## src/rtl/dio_consts.vh

```
// offsets, field positions, reset values and timing counts of the dual port block
`ifndef DIO_CONSTS_VH
`define DIO_CONSTS_VH
`define DIO_REG_WORDS 128
`define DIO_WIN_SPAN 9'h100
`define DIO_OFF_P1_DIR 8'h50
`define DIO_OFF_P1_PIN 8'h52
`define DIO_OFF_P1_FSEL 8'h54
`define DIO_OFF_P1_LATCH 8'h56
`define DIO_OFF_P2_DIR 8'h58
`define DIO_OFF_P2_PIN 8'h5a
`define DIO_OFF_P2_FSEL 8'h5c
`define DIO_OFF_P2_LATCH 8'h5e
`define DIO_OFF_RELOC 8'hfe
`define DIO_RST_P1_DIR 8'h00
`define DIO_RST_P1_FSEL 8'h00
`define DIO_RST_P1_LATCH 8'hff
`define DIO_RST_P2_DIR 8'hff
`define DIO_RST_P2_FSEL 8'h00
`define DIO_RST_P2_LATCH 8'hff
`define DIO_RST_BASE 8'hff
`define DIO_RST_IOSPACE 1'b1
`define DIO_RELOC_IO_BIT 12
`define DIO_P2_IN_ONLY 8'h34
`define DIO_P2_OUT_ONLY 8'h0a
`define DIO_P2_OPEN_DRAIN 8'hc0
`define DIO_P2_BIDIR 8'h01
`define DIO_SYNC_STAGES 3
`endif

```

## src/rtl/dio_pin_sync.v

```verilog
// three-stage synchroniser for a group of pin inputs with agreement filter
`timescale 1ns/1ns
module dio_pin_sync #(
    parameter WIDTH = 8
) (
    input wire sys_clk,
    input wire rst_b,
    input wire [WIDTH-1:0] pinRaw,
    output reg [WIDTH-1:0] pinClean
);
    reg [WIDTH-1:0] stageA;
    reg [WIDTH-1:0] stageB;
    reg [WIDTH-1:0] stageC;
    integer i;

    always @(posedge sys_clk or negedge rst_b) begin
        if (!rst_b) begin
            stageA <= {WIDTH{1'b1}};
            stageB <= {WIDTH{1'b1}};
            stageC <= {WIDTH{1'b1}};
            pinClean <= {WIDTH{1'b1}};
        end else begin
            stageA <= pinRaw;
            stageB <= stageA;
            stageC <= stageB;
            // a bit changes only when second and third stage agree
            for (i = 0; i < WIDTH; i = i + 1) begin
                if (stageB[i] == stageC[i]) begin
                    pinClean[i] <= stageC[i];
                end
            end
        end
    end
endmodule // dio_pin_sync

```

## src/rtl/dio_port_block.v

```verilog
// two eight-bit general-purpose ports inside the relocatable peripheral register file
// What this block does
// - each first-port pin drives its output latch bit when set for port use.
// - second-port bit 0 works as input or output, chosen by direction.
// - second-port bits 1 and 3 are output-only, no input when port pins.
// - second-port bits 2, 4, 5 are input-only and readable by software.
// - second-port bits 6, 7 are open drain: pull low or release.
// - all peripheral registers share one file of 128 sixteen-bit words.
// - register file relocates to memory or I/O space on 256-byte boundaries.
`timescale 1ns/1ns
`include "dio_consts.vh"
module dio_port_block #(
    parameter ADDR_WIDTH = 20
) (
    input wire sys_clk,
    input wire rst_b,
    input wire [ADDR_WIDTH-1:0] busAddr,
    input wire busIoSpace,
    input wire busWrite,
    input wire busRead,
    input wire [15:0] busWrData,
    output reg [15:0] busRdData,
    output reg busHit,
    output reg [6:0] regWordIndex,
    output reg regFileSelect,
    input wire [7:0] altFirstOut,
    input wire [7:0] altSecondOut,
    input wire [7:0] altSecondOe,
    output reg [7:0] altSecondIn,
    input wire [7:0] firstPortIn,
    output reg [7:0] firstPortOut,
    output reg [7:0] firstPortOe,
    input wire [7:0] secondPortIn,
    output reg [7:0] secondPortOut,
    output reg [7:0] secondPortOe
);
    reg [7:0] firstDir;
    reg [7:0] firstFsel;
    reg [7:0] firstLatch;
    reg [7:0] secondDir;
    reg [7:0] secondFsel;
    reg [7:0] secondLatch;
    reg [ADDR_WIDTH-9:0] relocBase;
    reg relocIoSpace;
    wire [7:0] firstPinSync;
    wire [7:0] secondPinSync;
    wire [7:0] offset;
    wire inWindow;
    reg [15:0] next_busRdData;
    reg next_hit;
    reg [7:0] next_firstOut;
    reg [7:0] next_firstOe;
    reg [7:0] next_secondOut;
    reg [7:0] next_secondOe;
    integer b;
    integer sb;
    integer rb;
    integer w;
    reg [7:0] secondReadable;
    // plain words of the peripheral register file
    reg [15:0] regFile [0:`DIO_REG_WORDS-1];

    // fixed classes of the second-port bits
    localparam ROLE_IN = 2'h0;
    localparam ROLE_OUT = 2'h1;
    localparam ROLE_BIDIR = 2'h2;
    localparam ROLE_OPEN_DRAIN = 2'h3;

    // word index of a byte offset inside the register file
    function [6:0] wordIndex;
        input [7:0] off;
        begin
            wordIndex = off[7:1];
        end
    endfunction

    // place an eight-bit field in the low byte of a bus word
    function [15:0] lowByte;
        input [7:0] v;
        begin
            lowByte = {8'h00, v};
        end
    endfunction

    // drive class of one second-port bit
    function [1:0] secondRole;
        input [2:0] idx;
        reg [7:0] sel;
        begin
            sel = 8'h01 << idx;
            if ((`DIO_P2_OPEN_DRAIN & sel) != 8'h00) begin
                secondRole = ROLE_OPEN_DRAIN;
            end else if ((`DIO_P2_OUT_ONLY & sel) != 8'h00) begin
                secondRole = ROLE_OUT;
            end else if ((`DIO_P2_BIDIR & sel) != 8'h00) begin
                secondRole = ROLE_BIDIR;
            end else begin
                secondRole = ROLE_IN;
            end
        end
    endfunction

    // words served by the port logic rather than the plain register file
    function portWord;
        input [7:0] off;
        begin
            portWord = ((off >= `DIO_OFF_P1_DIR) && (off <= `DIO_OFF_P2_LATCH + 8'h01))
                || (off == `DIO_OFF_RELOC);
        end
    endfunction

    dio_pin_sync #(.WIDTH(8)) firstSync (
        .sys_clk(sys_clk),
        .rst_b(rst_b),
        .pinRaw(firstPortIn),
        .pinClean(firstPinSync)
    );

    dio_pin_sync #(.WIDTH(8)) secondSync (
        .sys_clk(sys_clk),
        .rst_b(rst_b),
        .pinRaw(secondPortIn),
        .pinClean(secondPinSync)
    );

    // window decode: upper address bits match base, space matches selection
    assign offset = busAddr[7:0];
    assign inWindow = (busAddr[ADDR_WIDTH-1:8] == relocBase)
        && (busIoSpace == relocIoSpace);

    // register writes
    always @(posedge sys_clk or negedge rst_b) begin
        if (!rst_b) begin
            firstDir <= `DIO_RST_P1_DIR;
            firstFsel <= `DIO_RST_P1_FSEL;
            firstLatch <= `DIO_RST_P1_LATCH;
            secondDir <= `DIO_RST_P2_DIR;
            secondFsel <= `DIO_RST_P2_FSEL;
            secondLatch <= `DIO_RST_P2_LATCH;
        end else if (busWrite && inWindow) begin
            if (offset == `DIO_OFF_P1_DIR) begin
                firstDir <= busWrData[7:0];
            end else if (offset == `DIO_OFF_P1_FSEL) begin
                firstFsel <= busWrData[7:0];
            end else if (offset == `DIO_OFF_P1_LATCH) begin
                firstLatch <= busWrData[7:0];
            end else if (offset == `DIO_OFF_P2_DIR) begin
                secondDir <= busWrData[7:0];
            end else if (offset == `DIO_OFF_P2_FSEL) begin
                secondFsel <= busWrData[7:0];
            end else if (offset == `DIO_OFF_P2_LATCH) begin
                secondLatch <= busWrData[7:0];
            end
        end
    end

    // window base and space; after reset the file sits in I/O page 0xff
    always @(posedge sys_clk or negedge rst_b) begin
        if (!rst_b) begin
            relocBase <= {{(ADDR_WIDTH-16){1'b0}}, `DIO_RST_BASE};
            relocIoSpace <= `DIO_RST_IOSPACE;
        end else if (busWrite && inWindow && (offset == `DIO_OFF_RELOC)) begin
            // base counts 256-byte pages, so any aligned page can be chosen
            relocBase <= busWrData[ADDR_WIDTH-9:0];
            relocIoSpace <= busWrData[`DIO_RELOC_IO_BIT];
        end
    end

    // remaining words of the peripheral register file
    always @(posedge sys_clk or negedge rst_b) begin
        if (!rst_b) begin
            for (w = 0; w < `DIO_REG_WORDS; w = w + 1) begin
                regFile[w] <= 16'h0000;
            end
        end else if (busWrite && inWindow && !portWord(offset)) begin
            regFile[wordIndex(offset)] <= busWrData;
        end
    end

    // read mux; words outside the port set come from the register file
    always @* begin
        next_busRdData = 16'h0000;
        next_hit = 1'b0;
        if (busRead && inWindow) begin
            next_hit = 1'b1;
            if (offset == `DIO_OFF_P1_DIR) begin
                next_busRdData = lowByte(firstDir);
            end else if (offset == `DIO_OFF_P1_PIN) begin
                next_busRdData = lowByte(firstPinSync);
            end else if (offset == `DIO_OFF_P1_FSEL) begin
                next_busRdData = lowByte(firstFsel);
            end else if (offset == `DIO_OFF_P1_LATCH) begin
                next_busRdData = lowByte(firstLatch);
            end else if (offset == `DIO_OFF_P2_DIR) begin
                next_busRdData = lowByte(secondDir);
            end else if (offset == `DIO_OFF_P2_PIN) begin
                // output-only bits have no input path and read zero
                next_busRdData = lowByte(secondPinSync & secondReadable);
            end else if (offset == `DIO_OFF_P2_FSEL) begin
                next_busRdData = lowByte(secondFsel);
            end else if (offset == `DIO_OFF_P2_LATCH) begin
                next_busRdData = lowByte(secondLatch);
            end else if (offset == `DIO_OFF_RELOC) begin
                next_busRdData = 16'h0000;
                next_busRdData[`DIO_RELOC_IO_BIT] = relocIoSpace;
                next_busRdData[ADDR_WIDTH-9:0] = relocBase;
            end else if (!portWord(offset)) begin
                next_busRdData = regFile[wordIndex(offset)];
            end
        end
    end

    // first port: always driven, latch or alternate function
    always @* begin
        next_firstOut = 8'h00;
        next_firstOe = 8'hff;
        for (b = 0; b < 8; b = b + 1) begin
            if (firstFsel[b]) begin
                next_firstOut[b] = altFirstOut[b];
            end else begin
                next_firstOut[b] = firstLatch[b];
            end
        end
    end

    // output-only bits have no input path and read zero
    always @* begin
        secondReadable = 8'h00;
        for (rb = 0; rb < 8; rb = rb + 1) begin
            secondReadable[rb] = (secondRole(rb[2:0]) != ROLE_OUT);
        end
    end

    // second port: fixed bit classes, alternate function where the pin has one
    always @* begin
        next_secondOut = 8'h00;
        next_secondOe = 8'h00;
        for (sb = 0; sb < 8; sb = sb + 1) begin
            case (secondRole(sb[2:0]))
                ROLE_IN: begin
                    // input-only bits stay released in every mode
                    next_secondOe[sb] = 1'b0;
                end
                ROLE_OPEN_DRAIN: begin
                    // pull low only, never drive high
                    next_secondOut[sb] = 1'b0;
                    next_secondOe[sb] = ~secondLatch[sb];
                end
                default: begin
                    if (secondFsel[sb]) begin
                        next_secondOut[sb] = altSecondOut[sb];
                        next_secondOe[sb] = altSecondOe[sb];
                    end else if (secondRole(sb[2:0]) == ROLE_OUT) begin
                        next_secondOut[sb] = secondLatch[sb];
                        next_secondOe[sb] = 1'b1;
                    end else begin
                        next_secondOut[sb] = secondLatch[sb];
                        next_secondOe[sb] = ~secondDir[sb];
                    end
                end
            endcase
        end
    end

    always @(posedge sys_clk or negedge rst_b) begin
        if (!rst_b) begin
            busRdData <= 16'h0000;
            busHit <= 1'b0;
            regWordIndex <= 7'h00;
            regFileSelect <= 1'b0;
        end else begin
            busRdData <= next_busRdData;
            busHit <= next_hit;
            regWordIndex <= wordIndex(offset);
            regFileSelect <= inWindow & (busRead | busWrite);
        end
    end

    // pin drive and synchronised inputs for the alternate peripherals
    always @(posedge sys_clk or negedge rst_b) begin
        if (!rst_b) begin
            altSecondIn <= 8'hff;
            firstPortOut <= 8'h00;
            firstPortOe <= 8'h00;
            secondPortOut <= 8'h00;
            secondPortOe <= 8'h00;
        end else begin
            altSecondIn <= secondPinSync;
            firstPortOut <= next_firstOut;
            firstPortOe <= next_firstOe;
            secondPortOut <= next_secondOut;
            secondPortOe <= next_secondOe;
        end
    end
endmodule // dio_port_block

```

## config.mk

```make
export PLATFORM = sky130hd
export DESIGN_NAME = dio_port_block
export DESIGN_NICKNAME = d
export VERILOG_FILES = /design/src/rtl/dio_pin_sync.v /design/src/rtl/dio_port_block.v
export VERILOG_INCLUDE_DIRS = /design/src /design/src/rtl
export SDC_FILE = /design/constraint.sdc
export NUM_CORES = 2
export LEC_CHECK = 0
export ABC_AREA = 1
export BUFFER_PORTS_ARGS = -buffer_cell sky130_fd_sc_hd__buf_4
export CORE_MARGIN = 2
export CORE_UTILIZATION = 30
export DETAILED_ROUTE_END_ITERATION = 10
export PLACE_DENSITY = 0.49
export SLEW_MARGIN = 10
export SYNTH_ARGS = -nofsm -noshare
export SYNTH_HDL_FRONTEND = slang
export SYNTH_HIERARCHICAL = 1
export SYNTH_SLANG_ARGS = --single-unit
```

## constraint.sdc

```tcl
create_clock -name sys_clk -period 3.1 [get_ports sys_clk]
set_clock_uncertainty 0.1 [all_clocks]
set_input_delay 0.155 -clock sys_clk [delete_from_list [all_inputs] [get_ports sys_clk]]
set_output_delay 0.155 -clock sys_clk [all_outputs]
set_load 0.02 [all_outputs]
```

==> flow_metrics.tcl <==
set metrics [dict create \
    hold_path_end "busRdData[9]" \
    hold_class "in -> reg" \
    yosysSeqAreaShare_pct 58.81 \
    leakagePower_nw 52.14 \
    clkPwrFrac_pct 48.2 \
    top_register "regFile" \
    die_w_um 566.2 \
    tns_ps 0 \
    power_density_nw_per_um2 549.8 \
    vias 80040 \
    netSwitchingFraction_pct 24.00 \
    largest_reg_flops 2048 \
    worstMarginPinSlew_ps 1032 \
    netlist_area_um2 94810 \
    fin_crit_ps 3036 \
    grt_pass1_wl_um 551100 \
    outcome "finished, violations left" \
    timing.rr.start "relocBase[5]" \
    routed_wl_um 375800 \
    reg2reg_to "regFile[1080]" \
    drv_cap 0 \
    area_growth_pct 21.67 \
    period_share_pct 97.94 \
    h-tree-depth 4 \
    path_buf_inv 5 \
    drive_gt1_share_pct 14.74 \
    rr_worst_depth 16 \
    finalMaxSlewViolations 0 \
    hpwl_um 248500 \
    rsz0062_at_grt "yes" \
    hold_ws_ps 59.52 \
    critPathTopFamily "simple AND/OR/NAND/NOR gates" \
    synth_seq_cells 2223 \
    yosys_warnings 6 \
    end_kind "register" \
    synth_cell_types 54 \
    cpMaxStageDelayCell "dfstp_2" \
    globalRouteTotalUtil_pct 22.91 \
    gr-total-overflow 0 \
    cp.required_ps 3810 \
    setup_viol 0 \
    num_rows 206 \
    fillers 31700 \
    gp_congestion 0.9292 \
    switchingPower_mw 15.22 \
    first_iter_violations 9134 \
    final_nets 11200 \
    worstHoldStart "busAddr[14]" \
    cts_tree "built" \
    coreArea_um2 314700 \
    start_util_pct 30.12 \
    finalHoldViolCount 0 \
    synth_edf_count 0 \
    worstPathCellList "xor2_1 > nor3b_2 > nand4_1 > nor4_2 > and2_4 > nand2_8 > clkinv_4 > nand2_8 > nor2_8 > buf_12 > clkbuf_16 > buf_4 > nand2_2 > buf_4 > nand2_1 > o21ai_1" \
    ir_drop_uv 570.3 \
    ios 146 \
    cts_buffers 245 \
    fmax_mhz 329.4 \
    netlist_instances 10760 \
    async_flop_share_pct 100.0 \
    clock_sinks 2223 \
    die-area_um2 320500 \
    comb_power_share_pct 5.7 \
    vias_per_cell 5.170 \
    io_buffer_count 127 \
    r2r_slack_ps 60 \
    antenna_found_initial 12 \
    clk_path_buf_depth 4 \
    worst-path-max-fanout 18 \
    seqPwrFrac_pct 46.0 \
    post-route-drc-count 2 \
    wire_per_inst_um 24.27 \
    slowest_delay_ps 570 \
    syn_area_per_cell_um2 8.813 \
    reg_top3 "regFile (2048), busRdData (16), relocBase (12)" \
    violations "design-rule violations" \
    grt_pass1_vias 78230 \
    cp.arrival_ps 3740 \
    power.internal_mw 48.20 \
    max-slew-margin-rel_pct 30.65 \
    crit_type "reg -> reg" \
    die_h_um 566.2 \
    grt_max_degree 136 \
    root_buffer "clkbuf_16" \
    synth_ff_type "dfrtp_1" \
    power_mw 63.42 \
    dr.pass1.iters 10 \
    hold_path_depth 8 \
    clkTransAtPathRegs_ps 60 \
    start_kind "register" \
    antenna_left 0 \
    clock_latency_ps 960 \
]
-- worst register-to-register path, cell delays in order (launching register included) --
cell       delay (ps)
dfstp_2           570
xor2_1             80
nor3b_2           140
nand4_1           160
nor4_2            200
and2_4            230
nand2_8            80
clkinv_4           90
nand2_8           180
nor2_8            210
buf_12            140
clkbuf_16         210
buf_4             130
nand2_2            40
buf_4             210
nand2_1            90
o21ai_1            60
-- layout make-up --
type	count	area [um2]	area share, %
repair buffers	1128	11340	9.830
flip-flops and latches	2223	55760	48.34
clock buffers	371	7357	6.378
clock inverters	71	1021	0.8851
multi-input cells	7272	33640	29.16
inverters	250	1013	0.8786
diodes	6	15.01	0.01302
well taps	4160	5205	4.512
-- kinds of logic (layout without fill, tap and decap cells) --
logic type	after synthesis	in the layout	synth area share (%)
muxes	1	1	0.01188
and+or+nand+nor	4269	4269	18.00
buffers and inverters	1270	1820	5.835
DFF	2223	2223	58.81
xor gates and xnor gates	9	9	0.08315
other	2	15	0.007921
AOI/OAI and AO/OA	2984	2984	17.25
-- stage by stage --
step / util, % / cells / cell area, um2 / setup WS [ps]
finish: 36.65 / 15480 / 115300 / 63.92
global route: 36.65 / 15480 / 115300 / -61.00
CTS: 36.53 / 15460 / 115000 / 13.83
detailed placement: 33.49 / 14900 / 105400 / -968.1
floorplan: - / 10770 / 94830 / 727.3
global placement: 33.49 / 14900 / 105400 / -1053
-- layer usage --
metal | part of all wire, % | GRT usage, % | vias to the layer above
met5 | 0.014 | 0 | -
met4 | 4.4 | 8.890 | 6
met3 | 7.1 | 3.479 | 665
met2 | 45 | 36.42 | 3137
met1 | 43 | 31.35 | 39870
li1 | - | - | 36360
-- worst max-delay path by stage --
stage | from | end | slack [ps] | depth (start not counted)
5_1_grt | relocBase[5] | regFile[1072] | -60 | 16
3_3_place_gp | busAddr[3] | busRdData[1] | -1050 | 20
2_1_floorplan | relocBase[5] | regFile[781] | 730 | 14
4_1_cts | busAddr[4] | firstDir[3] | 10 | 18
6_report | relocBase[5] | regFile[1080] | 60 | 16
3_5_place_dp | busAddr[3] | busRdData[1] | -970 | 20
-- Yosys cell counts, types with 18 or more instances --
cell type / number / area [um2]
nand2_1: 3357 / 12600
dfrtp_1: 2118 / 53000
o21ai_0: 1311 / 6561
o21ai_1: 1057 / 5290
clkbuf_1: 541 / 2031
nor2_1: 521 / 1956
buf_2: 399 / 1997
inv_1: 228 / 855.8
a22oi_1: 175 / 1314
nand4_1: 160 / 1001
a21oi_1: 122 / 610.6
a221oi_1: 115 / 1007
dfstp_2: 105 / 2759
nand3_1: 94 / 470.5
a22o_1: 83 / 727.0
o22ai_1: 67 / 419.2
nand2_2: 55 / 344.1
or2_2: 34 / 212.7
buf_4: 31 / 232.7
buf_1: 30 / 112.6
buf_6: 18 / 202.7
-- power by group through the flow --
stage	logic, mW	registers, mW	clock network, mW
2_1_floorplan	1.13	29.7	0
3_3_place_gp	3.50	29.7	0
3_5_place_dp	3.51	29.7	0
4_1_cts	3.64	29.2	31.1
5_1_grt	3.85	29.2	32.3
6_report	3.63	29.2	30.6
-- layout by cell type, fill, tap and decap left out, types with 4 or more instances in the layout --
cell           count
nand2_1         3356
inv_1            217
o2bb2ai_1          8
o211ai_1          17
clkinv_2          36
a31oi_1            9
nor3_1             5
nor2_1           515
o22ai_1           67
o21a_1            12
inv_4             18
dlygate4sd3_1    115
a21oi_1          122
a22oi_1          175
clkbuf_1          53
nor2_2             6
buf_4            793
nor2_8             8
a221oi_1         115
clkbuf_8          71
nand4_1          160
bufinv_16         22
inv_2             10
dfstp_2          105
xor2_1             6
nand3_1           94
clkbuf_16        251
a22o_1            83
o21ai_1         1063
buf_6             22
diode_2            6
or2_2             34
nor2_4            14
nand2_2           54
buf_12           190
dfrtp_1         2118
and2_1             4
o21ai_0         1304
conb_1             9
-- repair_timing --
| item | CTS | global route |
|---|---|---|
| gates cloned | 0 | 4 |
| hold buffers | 117 | 0 |
| pin swaps | 0 | 3 |
| endpoints found under the setup margin | 1 | 520 |
| setup buffers | 0 | 10 |
| hold endpoints to repair | 3890 | 0 |
| gates resized for setup | 1 | 48 |
Note: power is estimated with default switching activity, not from simulation.
